<file path="config.mk">
export PLATFORM = sky130hd
export DESIGN_NAME = gdppg_timer
export DESIGN_NICKNAME = d
export VERILOG_FILES = /design/src/hw/gdppg_pkg.sv /design/src/hw/gdppg_timer.sv
export SDC_FILE = /design/constraint.sdc
export NUM_CORES = 1
export LEC_CHECK = 0
export BUFFER_PORTS_ARGS = -buffer_cell sky130_fd_sc_hd__clkbuf_2
export CAP_MARGIN = 0
export CORE_MARGIN = 4
export CORE_UTILIZATION = 40
export CTS_CLUSTER_SIZE = 40
export DETAILED_ROUTE_END_ITERATION = 10
export SLEW_MARGIN = 10
export SYNTH_ARGS = -nofsm -noshare
export SYNTH_HDL_FRONTEND = slang
export SYNTH_SLANG_ARGS = --single-unit
</file>
<file path="constraint.sdc">
create_clock -name pclk -period 10.25 [get_ports pclk]
set_input_delay 1.025 -clock pclk [delete_from_list [all_inputs] [get_ports pclk]]
set_output_delay 1.025 -clock pclk [all_outputs]
set_load 0.02 [all_outputs]
</file>
<file path="src/hw/gdppg_pkg.sv">
package gdppg_pkg;

	// ----------------------------------------
	// Register offsets
	// ----------------------------------------
	localparam logic [7:0] GDPPG_OFS_RUN      = 8'h00;
	localparam logic [7:0] GDPPG_OFS_CTRL     = 8'h04;
	localparam logic [7:0] GDPPG_OFS_RESTART  = 8'h08;
	localparam logic [7:0] GDPPG_OFS_STATUS   = 8'h0C;
	localparam logic [7:0] GDPPG_OFS_INCTRL   = 8'h10;
	localparam logic [7:0] GDPPG_OFS_OUTCTRL  = 8'h14;
	localparam logic [7:0] GDPPG_OFS_CMP_A    = 8'h18;
	localparam logic [7:0] GDPPG_OFS_CMP_B    = 8'h1C;
	localparam logic [7:0] GDPPG_OFS_CMP_C    = 8'h20;
	localparam logic [7:0] GDPPG_OFS_CMP_D    = 8'h24;
	localparam logic [7:0] GDPPG_OFS_CYCLE    = 8'h28;
	localparam logic [7:0] GDPPG_OFS_TRG      = 8'h2C;
	localparam logic [7:0] GDPPG_OFS_CAP_RISE = 8'h30;
	localparam logic [7:0] GDPPG_OFS_CAP_FALL = 8'h34;
	localparam logic [7:0] GDPPG_OFS_EMG_CTRL = 8'h38;
	localparam logic [7:0] GDPPG_OFS_EMG_STAT = 8'h3C;
	localparam logic [7:0] GDPPG_OFS_COUNTER  = 8'h40;

	// ----------------------------------------
	// Field positions
	// ----------------------------------------
	localparam int GDPPG_RUN_COUNTER_BIT  = 0;
	localparam int GDPPG_RUN_PRESC_BIT    = 1;
	localparam int GDPPG_RESTART_BIT      = 0;
	localparam int GDPPG_EDGE_SEL_BIT     = 6;
	localparam int GDPPG_EMG_EN_BIT       = 0;
	localparam int GDPPG_EMG_OC_BIT       = 1;
	localparam int GDPPG_EMG_RET_BIT      = 2;
	localparam int GDPPG_EMG_FLT_LSB      = 4;
	localparam int GDPPG_EMG_STAT_ACT_BIT = 0;
	localparam int GDPPG_EMG_STAT_IN_BIT  = 1;
	localparam int GDPPG_OUT_EN_LSB       = 0;
	localparam int GDPPG_OUT_POL_LSB      = 4;

	// ----------------------------------------
	// Reset values and timing
	// ----------------------------------------
	localparam logic [15:0] GDPPG_CMP_RESET   = 16'h0000;
	localparam logic [3:0]  GDPPG_PRESC_RESET = 4'h0;
	localparam int          GDPPG_FLT_STEP    = 16;
	localparam logic [1:0]  GDPPG_TAP_BASE    = 2'h0;

	typedef enum logic [1:0] {
		GDPPG_MODE_CMD_CAP = 2'b00,
		GDPPG_MODE_CMD_TRG = 2'b01,
		GDPPG_MODE_TRG     = 2'b10,
		GDPPG_MODE_RSVD    = 2'b11
	} gdppg_mode_t;

	typedef struct packed {
		logic        start_irq_disable;
		logic [1:0]  cycle_irq_divider;
		gdppg_mode_t start_mode;
		logic [1:0]  source_clock_sel;
	} gdppg_ctrl_t;

	typedef struct packed {
		logic [15:0] cmp_a;
		logic [15:0] cmp_b;
		logic [15:0] cmp_c;
		logic [15:0] cmp_d;
		logic [15:0] cycle;
		logic [15:0] trg;
	} gdppg_cmp_t;

endpackage

</file>
<file path="src/hw/gdppg_timer.sv">
// Decided for this implementation: the APB register port and the register addresses.
`timescale 1ns/1ps
// Behaviour
// - In protection outputs go inactive when state select is 0, released when 1.
// - Protection circuit works only while its enable bit is 1.
// - Status shows filtered fault input level in bit 1, protection active in bit 0.
// - Trigger output pulses when counter equals trigger compare value.
// - Prescaler counts while its run bit is 1, else stops and clears.
// - Counter is 16 bits, clocked from prescaler tap divide 1, 2, 4 or 8.
// - Run bit 1 starts counting, or in GDPPG_MODE_TRG arms it for the start edge; 0 stops and clears the counter.
// - Writing restart bit clears counter and counts on from zero.
// - Counter clears when it equals the cycle value.
// - In trigger start modes the stop level stops and clears the counter.
// - Base tap gives period M+1, slower taps give period M.
// - Cycle buffer moves to active cycle at the next cycle match clear.
// - Compare and trigger buffers load at the cycle match clear.
// - Stopped writes go direct, running writes go to buffers, reads show active.
// - In command capture mode rising edge captures to first, falling to second.
// - Each capture raises its own capture interrupt pulse.
// - Outputs idle at polarity, drive only when enabled, both off after reset.
// - Trigger start interrupt on start edge in trigger modes, and during protection.
// - Outside GDPPG_MODE_TRG, cycle interrupt at command start and every one, two or four matches.
// - Start interrupt can be disabled; stop level at run waits for start edge.
// - Second output goes active when counter equals third compare value.
// - Second output goes inactive when counter equals fourth compare value.
module gdppg_timer
	import gdppg_pkg::*;
#(
	parameter int CNT_W = 16
) (
	// Clock and reset
	input  wire logic        pclk,
	input  wire logic        presetn,
	// APB slave
	input  wire logic        psel,
	input  wire logic        penable,
	input  wire logic        pwrite,
	input  wire logic [7:0]  paddr,
	input  wire logic [31:0] pwdata,
	output logic             pready,
	output logic [31:0]      prdata,
	output logic             pslverr,
	// Pins
	input  wire logic        trigger_input_pin,
	input  wire logic        emergency_fault_input,
	output logic             ppg_output_a,
	output logic             ppg_output_a_oe,
	output logic             ppg_output_b,
	output logic             ppg_output_b_oe,
	output logic             trigger_out,
	// Event pulses
	output logic             capture_rise_irq,
	output logic             capture_fall_irq,
	output logic             trigger_start_irq,
	output logic             cycle_irq
);

	// ----------------------------------------
	// Helpers
	// ----------------------------------------
	function automatic logic tap_tick(input logic [1:0] sel, input logic [3:0] p, input logic en);
		logic r;
		r = en;
		unique case (sel)
			2'h0: r = en;
			2'h1: r = en & p[0];
			2'h2: r = en & (&p[1:0]);
			2'h3: r = en & (&p[2:0]);
		endcase
		return r;
	endfunction

	function automatic logic [31:0] zx16(input logic [CNT_W-1:0] v);
		return {16'h0000, v};
	endfunction

	// ----------------------------------------
	// State
	// ----------------------------------------
	logic              counter_run_reg;
	logic              prescaler_run_reg;
	gdppg_ctrl_t       ctrl_reg;
	logic              trigger_edge_sel_reg;
	logic [1:0]        output_enable_reg;
	logic [1:0]        output_idle_polarity_reg;
	gdppg_cmp_t        act_reg;
	gdppg_cmp_t        buf_reg;
	logic [5:0]        buf_pend_reg;
	logic [CNT_W-1:0]  capture_rise_reg;
	logic [CNT_W-1:0]  capture_fall_reg;
	logic              fault_protect_enable_reg;
	logic              fault_output_state_sel_reg;
	logic [3:0]        fault_filter_sel_reg;
	logic [3:0]        presc_reg;
	logic [CNT_W-1:0]  up_counter_reg;
	logic [CNT_W-1:0]  cnt_next;
	logic              counting_reg;
	logic              trig_prev_reg;
	logic              fault_input_level_reg;
	logic [7:0]        fault_flt_cnt_reg;
	logic              fault_protect_active_reg;
	logic [1:0]        cyc_div_reg;
	logic              out_a_lvl_reg;
	logic              out_b_lvl_reg;

	// ----------------------------------------
	// APB decode
	// ----------------------------------------
	logic wr_en;
	logic rd_setup;
	logic run_wr;
	logic restart_wr;
	logic fault_ret_wr;
	logic known_addr;

	assign wr_en        = psel & penable & pwrite & pready;
	assign rd_setup     = psel & ~penable;
	assign run_wr       = wr_en & (paddr == GDPPG_OFS_RUN);
	assign restart_wr   = wr_en & (paddr == GDPPG_OFS_RESTART) & pwdata[GDPPG_RESTART_BIT];
	assign fault_ret_wr = wr_en & (paddr == GDPPG_OFS_EMG_CTRL) & pwdata[GDPPG_EMG_RET_BIT];

	always_comb begin
		unique case (paddr)
			GDPPG_OFS_RUN, GDPPG_OFS_CTRL, GDPPG_OFS_RESTART, GDPPG_OFS_STATUS,
			GDPPG_OFS_INCTRL, GDPPG_OFS_OUTCTRL, GDPPG_OFS_CMP_A, GDPPG_OFS_CMP_B,
			GDPPG_OFS_CMP_C, GDPPG_OFS_CMP_D, GDPPG_OFS_CYCLE, GDPPG_OFS_TRG,
			GDPPG_OFS_CAP_RISE, GDPPG_OFS_CAP_FALL, GDPPG_OFS_EMG_CTRL,
			GDPPG_OFS_EMG_STAT, GDPPG_OFS_COUNTER: known_addr = 1'b1;
			default: known_addr = 1'b0;
		endcase
	end

	// ----------------------------------------
	// APB answer, no wait state
	// ----------------------------------------
	always_ff @(posedge pclk or negedge presetn) begin
		if (!presetn) begin
			pready  <= 1'b0;
			pslverr <= 1'b0;
			prdata  <= 32'h00000000;
		end else begin
			pready  <= rd_setup;
			pslverr <= rd_setup & ~known_addr;
			if (rd_setup & ~pwrite) begin
				unique case (paddr)
					GDPPG_OFS_RUN:      prdata <= {30'h0, prescaler_run_reg, counter_run_reg};
					GDPPG_OFS_CTRL:     prdata <= {25'h0, ctrl_reg};
					GDPPG_OFS_STATUS:   prdata <= {31'h0, counting_reg};
					GDPPG_OFS_INCTRL:   prdata <= {25'h0, trigger_edge_sel_reg, 6'h00};
					GDPPG_OFS_OUTCTRL:  prdata <= {26'h0, output_idle_polarity_reg, 2'h0,
						output_enable_reg};
					GDPPG_OFS_CMP_A:    prdata <= zx16(act_reg.cmp_a);
					GDPPG_OFS_CMP_B:    prdata <= zx16(act_reg.cmp_b);
					GDPPG_OFS_CMP_C:    prdata <= zx16(act_reg.cmp_c);
					GDPPG_OFS_CMP_D:    prdata <= zx16(act_reg.cmp_d);
					GDPPG_OFS_CYCLE:    prdata <= zx16(act_reg.cycle);
					GDPPG_OFS_TRG:      prdata <= zx16(act_reg.trg);
					GDPPG_OFS_CAP_RISE: prdata <= zx16(capture_rise_reg);
					GDPPG_OFS_CAP_FALL: prdata <= zx16(capture_fall_reg);
					GDPPG_OFS_EMG_CTRL: prdata <= {24'h0, fault_filter_sel_reg, 2'h0,
						fault_output_state_sel_reg, fault_protect_enable_reg};
					GDPPG_OFS_EMG_STAT: prdata <= {30'h0, fault_input_level_reg,
						fault_protect_active_reg};
					GDPPG_OFS_COUNTER:  prdata <= zx16(up_counter_reg);
					default:            prdata <= 32'h00000000;
				endcase
			end
		end
	end

	// ----------------------------------------
	// Control registers
	// ----------------------------------------
	always_ff @(posedge pclk or negedge presetn) begin
		if (!presetn) begin
			counter_run_reg            <= 1'b0;
			prescaler_run_reg          <= 1'b0;
			ctrl_reg                   <= '0;
			trigger_edge_sel_reg       <= 1'b0;
			output_enable_reg          <= 2'h0;
			output_idle_polarity_reg   <= 2'h0;
			fault_protect_enable_reg   <= 1'b0;
			fault_output_state_sel_reg <= 1'b0;
			fault_filter_sel_reg       <= 4'h0;
		end else if (wr_en) begin
			unique case (paddr)
				GDPPG_OFS_RUN: begin
					counter_run_reg   <= pwdata[GDPPG_RUN_COUNTER_BIT];
					prescaler_run_reg <= pwdata[GDPPG_RUN_PRESC_BIT];
				end
				GDPPG_OFS_CTRL:    ctrl_reg <= gdppg_ctrl_t'(pwdata[6:0]);
				GDPPG_OFS_INCTRL:  trigger_edge_sel_reg <= pwdata[GDPPG_EDGE_SEL_BIT];
				GDPPG_OFS_OUTCTRL: begin
					output_enable_reg        <= pwdata[GDPPG_OUT_EN_LSB +: 2];
					output_idle_polarity_reg <= pwdata[GDPPG_OUT_POL_LSB +: 2];
				end
				GDPPG_OFS_EMG_CTRL: begin
					fault_protect_enable_reg   <= pwdata[GDPPG_EMG_EN_BIT];
					fault_output_state_sel_reg <= pwdata[GDPPG_EMG_OC_BIT];
					fault_filter_sel_reg       <= pwdata[GDPPG_EMG_FLT_LSB +: 4];
				end
				default: ;
			endcase
		end
	end

	// ----------------------------------------
	// Prescaler and taps
	// ----------------------------------------
	logic tick;

	always_ff @(posedge pclk or negedge presetn) begin
		if (!presetn) begin
			presc_reg <= GDPPG_PRESC_RESET;
		end else if (prescaler_run_reg) begin
			presc_reg <= presc_reg + 4'h1;
		end else begin
			presc_reg <= GDPPG_PRESC_RESET;
		end
	end

	assign tick = tap_tick(ctrl_reg.source_clock_sel, presc_reg, prescaler_run_reg);

	// ----------------------------------------
	// Trigger input and start control
	// ----------------------------------------
	logic trig_active;
	logic start_edge;
	logic stop_level;
	logic rise_edge;
	logic fall_edge;
	logic trig_mode;
	logic run_start;
	logic cmd_start;
	logic begin_count;
	logic end_count;

	assign trig_active = trigger_input_pin ^ trigger_edge_sel_reg;
	assign rise_edge   = trigger_input_pin & ~trig_prev_reg;
	assign fall_edge   = ~trigger_input_pin & trig_prev_reg;
	assign start_edge  = trigger_edge_sel_reg ? fall_edge : rise_edge;
	assign stop_level  = ~trig_active;
	assign trig_mode   = (ctrl_reg.start_mode == GDPPG_MODE_CMD_TRG) |
		(ctrl_reg.start_mode == GDPPG_MODE_TRG);
	assign run_start   = run_wr & pwdata[GDPPG_RUN_COUNTER_BIT] & ~counter_run_reg;
	assign cmd_start   = run_start & (ctrl_reg.start_mode != GDPPG_MODE_TRG) &
		~((ctrl_reg.start_mode == GDPPG_MODE_CMD_TRG) & stop_level);
	assign begin_count = cmd_start | (trig_mode & counter_run_reg & start_edge & ~counting_reg);
	assign end_count   = (run_wr & ~pwdata[GDPPG_RUN_COUNTER_BIT]) |
		(trig_mode & counting_reg & stop_level);

	always_ff @(posedge pclk or negedge presetn) begin
		if (!presetn) begin
			trig_prev_reg <= 1'b0;
			counting_reg  <= 1'b0;
		end else begin
			trig_prev_reg <= trigger_input_pin;
			if (end_count) begin
				counting_reg <= 1'b0;
			end else if (begin_count) begin
				counting_reg <= 1'b1;
			end
		end
	end

	// ----------------------------------------
	// Up-counter
	// ----------------------------------------
	logic cyc_hit;
	logic slow_tap;
	logic advance;

	assign slow_tap = ctrl_reg.source_clock_sel != GDPPG_TAP_BASE;
	assign cyc_hit  = counting_reg & (up_counter_reg == act_reg.cycle) &
		(slow_tap | tick);

	always_comb begin
		cnt_next = up_counter_reg;
		advance  = 1'b0;
		if (end_count | restart_wr | begin_count) begin
			cnt_next = '0;
			advance  = begin_count | restart_wr;
		end else if (cyc_hit) begin
			cnt_next = '0;
			advance  = 1'b1;
		end else if (counting_reg & tick) begin
			cnt_next = up_counter_reg + 16'h0001;
			advance  = 1'b1;
		end
	end

	always_ff @(posedge pclk or negedge presetn) begin
		if (!presetn) begin
			up_counter_reg <= '0;
		end else begin
			up_counter_reg <= cnt_next;
		end
	end

	// ----------------------------------------
	// Compare registers with buffers
	// ----------------------------------------
	logic [5:0] cmp_sel;

	always_comb begin
		cmp_sel = 6'h00;
		if (wr_en) begin
			unique case (paddr)
				GDPPG_OFS_CMP_A: cmp_sel = 6'h20;
				GDPPG_OFS_CMP_B: cmp_sel = 6'h10;
				GDPPG_OFS_CMP_C: cmp_sel = 6'h08;
				GDPPG_OFS_CMP_D: cmp_sel = 6'h04;
				GDPPG_OFS_CYCLE: cmp_sel = 6'h02;
				GDPPG_OFS_TRG:   cmp_sel = 6'h01;
				default:         cmp_sel = 6'h00;
			endcase
		end
	end

	always_ff @(posedge pclk or negedge presetn) begin
		if (!presetn) begin
			act_reg      <= {6{GDPPG_CMP_RESET}};
			buf_reg      <= {6{GDPPG_CMP_RESET}};
			buf_pend_reg <= 6'h00;
		end else begin
			for (int i = 0; i < 6; i++) begin
				if (cmp_sel[i] & ~counter_run_reg) begin
					act_reg[i*16 +: 16] <= pwdata[15:0];
				end else if (cmp_sel[i]) begin
					buf_reg[i*16 +: 16] <= pwdata[15:0];
					buf_pend_reg[i]     <= 1'b1;
				end else if (cyc_hit & buf_pend_reg[i]) begin
					act_reg[i*16 +: 16] <= buf_reg[i*16 +: 16];
					buf_pend_reg[i]     <= 1'b0;
				end
			end
		end
	end

	// ----------------------------------------
	// Capture and events
	// ----------------------------------------
	logic cap_mode;
	logic cyc_irq_due;
	logic start_irq_ev;

	assign cap_mode     = (ctrl_reg.start_mode == GDPPG_MODE_CMD_CAP) & counting_reg;
	assign start_irq_ev = trig_mode & ((begin_count & ~cmd_start) |
		(fault_protect_active_reg & start_edge));
	assign cyc_irq_due  = (ctrl_reg.cycle_irq_divider == 2'h0) |
		((ctrl_reg.cycle_irq_divider == 2'h1) & cyc_div_reg[0]) |
		(cyc_div_reg == 2'h3);

	always_ff @(posedge pclk or negedge presetn) begin
		if (!presetn) begin
			capture_rise_reg  <= '0;
			capture_fall_reg  <= '0;
			capture_rise_irq  <= 1'b0;
			capture_fall_irq  <= 1'b0;
			trigger_start_irq <= 1'b0;
			cycle_irq         <= 1'b0;
			trigger_out       <= 1'b0;
			cyc_div_reg       <= 2'h0;
		end else begin
			if (cap_mode & rise_edge) begin
				capture_rise_reg <= up_counter_reg;
			end
			if (cap_mode & fall_edge) begin
				capture_fall_reg <= up_counter_reg;
			end
			capture_rise_irq  <= cap_mode & rise_edge;
			capture_fall_irq  <= cap_mode & fall_edge;
			trigger_start_irq <= start_irq_ev;
			trigger_out       <= counting_reg & advance & (cnt_next == act_reg.trg);
			if (begin_count) begin
				cyc_div_reg <= 2'h0;
			end else if (cyc_hit) begin
				cyc_div_reg <= cyc_div_reg + 2'h1;
			end
			cycle_irq <= (ctrl_reg.start_mode != GDPPG_MODE_TRG) &
				((cmd_start & ~ctrl_reg.start_irq_disable) |
				(cyc_hit & cyc_irq_due));
		end
	end

	// ----------------------------------------
	// Emergency protection
	// ----------------------------------------
	logic [7:0] flt_limit;

	assign flt_limit = 8'(fault_filter_sel_reg * GDPPG_FLT_STEP);

	always_ff @(posedge pclk or negedge presetn) begin
		if (!presetn) begin
			fault_input_level_reg    <= 1'b0;
			fault_flt_cnt_reg        <= 8'h00;
			fault_protect_active_reg <= 1'b0;
		end else begin
			if (emergency_fault_input == fault_input_level_reg) begin
				fault_flt_cnt_reg <= 8'h00;
			end else if (fault_flt_cnt_reg >= flt_limit) begin
				fault_input_level_reg <= emergency_fault_input;
				fault_flt_cnt_reg     <= 8'h00;
			end else begin
				fault_flt_cnt_reg <= fault_flt_cnt_reg + 8'h01;
			end
			if (fault_protect_enable_reg & ~fault_input_level_reg) begin
				fault_protect_active_reg <= 1'b1;
			end else if (fault_ret_wr | ~fault_protect_enable_reg) begin
				fault_protect_active_reg <= 1'b0;
			end
		end
	end

	// ----------------------------------------
	// PPG outputs
	// ----------------------------------------
	logic a_next;
	logic b_next;

	always_comb begin
		a_next = out_a_lvl_reg;
		b_next = out_b_lvl_reg;
		if (!counting_reg || begin_count) begin
			a_next = output_idle_polarity_reg[0];
			b_next = output_idle_polarity_reg[1];
		end else if (advance) begin
			if (cnt_next == act_reg.cmp_a) begin
				a_next = ~output_idle_polarity_reg[0];
			end else if (cnt_next == act_reg.cmp_b) begin
				a_next = output_idle_polarity_reg[0];
			end
			if (cnt_next == act_reg.cmp_c) begin
				b_next = ~output_idle_polarity_reg[1];
			end else if (cnt_next == act_reg.cmp_d) begin
				b_next = output_idle_polarity_reg[1];
			end
		end
		if (fault_protect_active_reg) begin
			a_next = output_idle_polarity_reg[0];
			b_next = output_idle_polarity_reg[1];
		end
	end

	always_ff @(posedge pclk or negedge presetn) begin
		if (!presetn) begin
			out_a_lvl_reg   <= 1'b0;
			out_b_lvl_reg   <= 1'b0;
			ppg_output_a    <= 1'b0;
			ppg_output_b    <= 1'b0;
			ppg_output_a_oe <= 1'b0;
			ppg_output_b_oe <= 1'b0;
		end else begin
			out_a_lvl_reg   <= a_next;
			out_b_lvl_reg   <= b_next;
			ppg_output_a    <= a_next;
			ppg_output_b    <= b_next;
			ppg_output_a_oe <= output_enable_reg[0] &
				~(fault_protect_active_reg & fault_output_state_sel_reg);
			ppg_output_b_oe <= output_enable_reg[1] &
				~(fault_protect_active_reg & fault_output_state_sel_reg);
		end
	end

endmodule

</file>
==> results of run 1 <==
[cell families after synthesis]
family | after synthesis
and+or+nand+nor | 470
buffers and inverters | 138
muxes | 213
DFF | 310
other | 1
AOI/OAI and AO/OA | 298
xor gates and xnor gates | 89
adders and majority gates | 13
[path summary, 6_finish.rpt]
check,to,slack (ns),startpoint,depth (start not counted)
worst max-delay path,out_b_lvl_reg,5.55,pwrite,11
worst min-delay path,buf_reg[50],0.48,buf_reg[50],2
worst max register to register,out_b_lvl_reg,5.78,ctrl_reg[2],13
worst min register to register,buf_reg[50],0.48,buf_reg[50],2
max in group asynchronous,up_counter_reg[13],8.34,presetn,2
min in group asynchronous,fault_flt_cnt_reg[4],0.53,presetn,1
[routing by layer]
| layer | vias to the layer above | share of wire [%] | track usage (%) |
|---|---|---|---|
| met4 | 0 | 4.1 | 8.778 |
| met1 | 6237 | 45 | 33.55 |
| met2 | 500 | 44 | 34.36 |
| met5 | - | 0 | 0 |
| met3 | 104 | 7.2 | 3.869 |
| li1 | 5555 | - | - |
[through the flow]
step                power (mW)  cell area, um2  hold slack (ns)  utilization (%)
finish                   2.762           17890           0.4798            45.87
global route             2.852           17890           0.5028            45.87
CTS                      2.787           17890           0.4826            45.87
detailed placement       1.430           16640           0.4677            42.65
global placement         1.429           16640           0.4609            42.65
floorplan                1.359           15960           0.4420                -
[where the power goes]
part | leakage (nW) | switching, mW | internal, mW | total, mW
registers | 4.24 | 0.0198 | 1.24 | 1.26
clock network | 0.615 | 0.510 | 0.845 | 1.35
logic | 3.40 | 0.105 | 0.0418 | 0.147
total | 8.25 | 0.635 | 2.13 | 2.76
[tightest hold or removal path: stages, from the launching register on]
cell and delay, ns:
dfrtp_1 0.34, nand2_1 0.05, o21ai_0 0.06
[cells in the final DEF (no fill, tap or decap), drive strengths merged, types with 5 or more instances in the layout]
cell	Yosys	routed
a211oi	6	6
a21oi	114	114
a221oi	13	13
a222oi	20	20
a22oi	42	42
a31oi	7	7
and2	5	5
and3	12	12
and4	8	8
buf	38	28
bufinv	0	5
clkbuf	77	107
clkinv	0	6
conb	1	16
dfrtp	310	310
ha	13	13
inv	23	23
mux2	114	114
mux2i	99	99
nand2	159	159
nand2b	6	6
nand3	40	40
nand3b	5	5
nand4	24	24
nor2	147	147
nor3	17	17
nor4	11	11
nor4b	6	6
o2111ai	7	7
o21ai	42	42
o22a	7	7
or3	8	8
xnor2	59	59
xor2	27	27
[cell type report]
| class | instances | area (um2) | share of cell area, % |
|---|---|---|---|
| Clock inverter | 12 | 195.2 | 1.091 |
| Clock buffer | 51 | 1059 | 5.917 |
| Timing Repair Buffer | 84 | 510.5 | 2.853 |
| Tap cell | 518 | 648.1 | 3.623 |
| Sequential cell | 310 | 7757 | 43.36 |
| Multi-Input combinational cell | 1099 | 7635 | 42.67 |
| Inverter | 23 | 86.33 | 0.4826 |
==> run metrics, run 1 <==
outcome=finished clean; worst vdd ir=83.21 uV; Crit. End Element=flop; wire per inst=23.98 um; Die Y=207.4 um; largest family of logic cells by synthesized area=multiplexers; total track usage=22.98%; htree depth=2; Slew Limit Headroom=20.27%; Synth Cell Area=15,910 um2; Post-synth EDFFs=0; Fin. Hold Viols=0; dpl ws=5.155 ns; total CTS buffers=36; ys flop type=dfrtp_1; Synth Area in Simple Gates=13.95%; #FFs+latches synth=310; mux contribution to synthesized area=14.30%; adder-cell share of the synthesized area=1.022%; Leak=8.254 nW; Distinct cells, synth=77; CTS tree=done; synth cell count leaders=dfrtp_1 (310), nand2_1 (158), nor2_1 (146), mux2_2 (114), a21oi_1 (113); Rows=72; crit start category=input port; Setup-failing EPs final=0; Tmin final=4.698 ns; CP bufs+invs=2; compound-gate portion of the synthesized area=12.69%; worst path required time=10.71 ns; Finished Layout Cells=2,097; PwrDens=154.4 nW/um2; top-count cell post-synth=dfrtp_1; Final ANT Viol Nets=0; Die Area=43,020 um2; max cap viols=0; RD Place Congestion=0.9831; Root Buffer Master=clkbuf_16; CTS max path bufs=3; Synth Area in XOR/XNOR=5.160%; initial antenna violation count=0; synthesis-to-layout area growth=12.47%; Port Buffer Count=57; I/O pins=90; Worst Setup Slack, final=5.553 ns; RSZ-0062 raised after global routing=no; Pre-antenna DRT Iters=6; Final period util=45.83%; fin nets=1,614; Routed Wire Length=50,280 um; synthesized area per cell=10.38 um2; first-pass GRT wire length=77,030 um; Starting Density=40.78%; Hold/Removal Path Class=flop to flop; ANT cells=0; Synth Warn #=0; worst-path fanout max=24; CP Class=input port to flop; gr ovfl total=0; final clock skew=0.02315 ns; setup_tns=0 ns; share of layout cells above drive strength 1=18.24%; setup bufs post-CTS=0; placed insts=2,034; critical path's largest stage delay=1.00 ns; Reg clk slew, reported paths=0.06 ns; top post-synthesis cells by area=dfrtp_1 (49%), mux2_2 (8.1%), mux2i_1 (6.2%); largest net degree at the start of global routing=177; Yosys top cell area share=48.77%; via/cell ratio=5.911; DR DRC count=0; First DRT Iteration DRCs=1,359; worst-path cell chain=clkbuf_2, nand4_1, o31ai_1, a211oi_2, buf_4, or4_1, a311oi_1, nand4_1, nor4_1, a221oi_1, nand3_1; dominant cell type by area after synthesis=dfrtp_1; FMAX=212.9 MHz; worst path arrival time=5.16 ns; slew of the pin with the lowest slew margin=1.193 ns; vias in the first global route=12,188; clk_lat worst skew=0.53 ns; Filler cells=3,649; post-CTS resize count=0; Slew Limit Fails=0; via count=12,396; sequential fraction of the synthesis area=48.77%; clk sinks=310; Horiz. Die Dim=207.4 um; delay-heaviest family, CP=simple AND/OR/NAND/NOR gates; Post-synth ARST share=100.0%; slowest cell on the critical path=o31ai_1; dpl hpwl=35,710 um; most frequent CP cell=nand4_1; synthesized netlist cell count=1,532; Core ar.=39,010 um2; hold buffers post-CTS=0
No activity file was read; power rests on OpenSTA's default activity.
==> inputs of run 2 (changes only) <==
- clock period: 10.25 -> 3.9 ns (I/O delays scaled with it)
==> run 2 against run 1 <==
Net effect:
- register-to-register slack got worse by 5.7 ns
- count of clock-buffer cells in the layout increased by 4
- clock skew increased by 0.0040 ns
- critical path type is now flop to flop
- largest cell class unchanged
- highest routed layer unchanged
==> run metrics, run 2 (synthesized netlist as in run 1, its figures left out) <==
outcome=finished clean; initial antenna violation count=0 (unchanged); Leak=8.486 nW (+2.8%); DR DRC count=0 (unchanged); Die Y=207.4 um (unchanged); Fin. Hold Viols=0 (unchanged); multi-input logic area=7646 um2 (+0.15%); dpl hpwl=37,440 um (+4.8%); crit start category=flop; RD Place Congestion=0.9441 (-4.0%); share of layout cells above drive strength 1=20.72% (+2.5 points); CTS tree=done; vias in the first global route=12,176 (-0.098%); most frequent CP cell=buf_4; Final period util=97.89%; Crit. End Element=flop; via/cell ratio=5.814 (-1.6%); via count=12,523 (+1.0%); Starting Density=40.78% (unchanged); worst-path cell chain=ha_1, ha_1, mux2i_2, a211o_1, buf_4, nor2_1, xor2_1, and2_1, buf_4, xnor2_1, o2111ai_1, nor4_2, buf_4, nor4bb_1, a311o_1; I/O pins=90 (unchanged); total track usage=23.52% (+0.54 points); worst-path fanout max=7 (-71%); Die Area=43,020 um2 (unchanged); Hold/Removal Path Class=input port to flop; FF+latch area=7757 um2 (unchanged); htree depth=2 (unchanged); PwrDens=382.3 nW/um2 (+150%); worst path required time=4.32 ns (-6.39 ns); Slew Limit Fails=0 (unchanged); Pre-antenna DRT Iters=6 (unchanged); CP bufs+invs=3 (+1); first-pass GRT wire length=78,240 um (+1.6%); Reg clk slew, reported paths=0.06 ns (about the same); worst vdd ir=211.4 uV (+150%); FMAX=261.9 MHz; slowest cell on the critical path=dfrtp_1; Slew Limit Headroom=43.55% (+23 points); worst path arrival time=4.24 ns (-0.92 ns); commonest non-fill, non-tap cells in the layout=dfrtp_1 (310), nand2_1 (158), nor2_1 (143); Port Buffer Count=57 (unchanged); synthesis-to-layout area growth=14.73%; Placed Area=17,080 um2 (+2.6%); RSZ-0062 raised after global routing=no; delay-heaviest family, CP=compound AO/OA/AOI/OAI gates; Routed Wire Length=51,840 um (+3.1%); commonest non-fill, non-tap cell in the layout=dfrtp_1; Final ANT Viol Nets=0 (unchanged); fin area=18,250 um2 (+2.0%); critical path's largest stage delay=0.41 ns (-0.59 ns); Core ar.=39,010 um2 (unchanged); First DRT Iteration DRCs=1,302 (-4.2%); Util after Layout=46.79% (+0.92 points); total CTS buffers=35 (-2.8%); setup_tns=0 ns (unchanged); Root Buffer Master=clkbuf_16; clk_lat worst skew=0.54 ns (about the same); Setup-failing EPs final=0 (unchanged); final clock skew=0.02718 ns (+0.004032 ns); CTS max path bufs=3 (unchanged); ANT cells=0 (unchanged); max cap viols=0 (unchanged); Rows=72 (unchanged); clk sinks=310 (unchanged); gr ovfl total=0 (unchanged); Filler cells=3,604 (-1.2%); wire per inst=24.06 um (+0.37%); Tmin final=3.818 ns; fin nets=1,669 (+3.4%); CP Class=flop to flop; Horiz. Die Dim=207.4 um (unchanged); slew of the pin with the lowest slew margin=0.8416 ns (-0.3510 ns); largest net degree at the start of global routing=89 (-50%)
-- run 2: cell types whose count changed in the layout (fill, tap and decap cells not counted), sizes merged --
cell         delta
inv             +1
dlygate4sd3     +1
buf            +55
clkbuf          +4
bufinv          -4
-- run 2: metal layers --
layer	GRT usage, %	up-vias	wire length (um)
li1	-	5643	-
met5	0	-	0
met2	36.14	497	23110
met1	34.53	6301	23540
met4	6.293	0	1390
met3	4.201	82	3799
-- run 2: path summary, 6_finish.rpt --
check	start	end	slack (ns)	cells after the start
setup reg to reg	presc_reg[0]	out_a_lvl_reg	0.08	15
max in group asynchronous	presetn	capture_fall_irq	2.52	3
hold / removal	trigger_input_pin	trig_prev_reg	0.03	1
setup / recovery	presc_reg[0]	out_a_lvl_reg	0.08	15
min in group asynchronous	presetn	act_reg[6]	0.46	2
hold reg to reg	capture_rise_reg[7]	capture_rise_reg[7]	0.48	2
-- run 2: report_power, final --
group          switching [mW]  internal, mW  leakage [nW]
logic                   0.288         0.129          3.69
registers              0.0453          3.26          4.24
clock network            1.34          1.91         0.553
total                    1.67          5.30          8.49
-- run 2: per-stage QoR --
step                power (mW)  hold WS (ns)  worst slack [ns]  cells
detailed placement       3.783        0.4619            0.1002   2087
CTS                      7.057       0.01719           0.06326   2152
finish                   6.978       0.03061           0.08215   2154
global placement         3.777        0.4604            0.1660   2087
floorplan                3.571       0.09441            0.6514   1547
global route             7.220       0.03515          0.008161   2154
-- run 2: what timing repair did --
action | CTS | global route
hold buffers | 1 | 0
endpoints found under the setup margin | 0 | 2
endpoints found under the hold margin | 85 | 0
resized for setup | 0 | 4
setup buffers | 0 | 2
-- run 2: cell type report --
cell class	count	area share (%)
sequential	310	42.50
multi-input combinational	1099	41.89
clock buffer	55	5.711
timing repair buffer	140	5.388
tap	518	3.551
clock inverter	9	0.4799
inverter	23	0.4730
-- run 2: worst reg2reg max path, cell delays in order, from the launching register on --
cell,delay (ns)
dfrtp_1,0.41
ha_1,0.24
ha_1,0.20
mux2i_2,0.40
a211o_1,0.30
buf_4,0.18
nor2_1,0.06
xor2_1,0.26
and2_1,0.23
buf_4,0.16
xnor2_1,0.13
o2111ai_1,0.23
nor4_2,0.31
buf_4,0.19
nor4bb_1,0.04
a311o_1,0.35
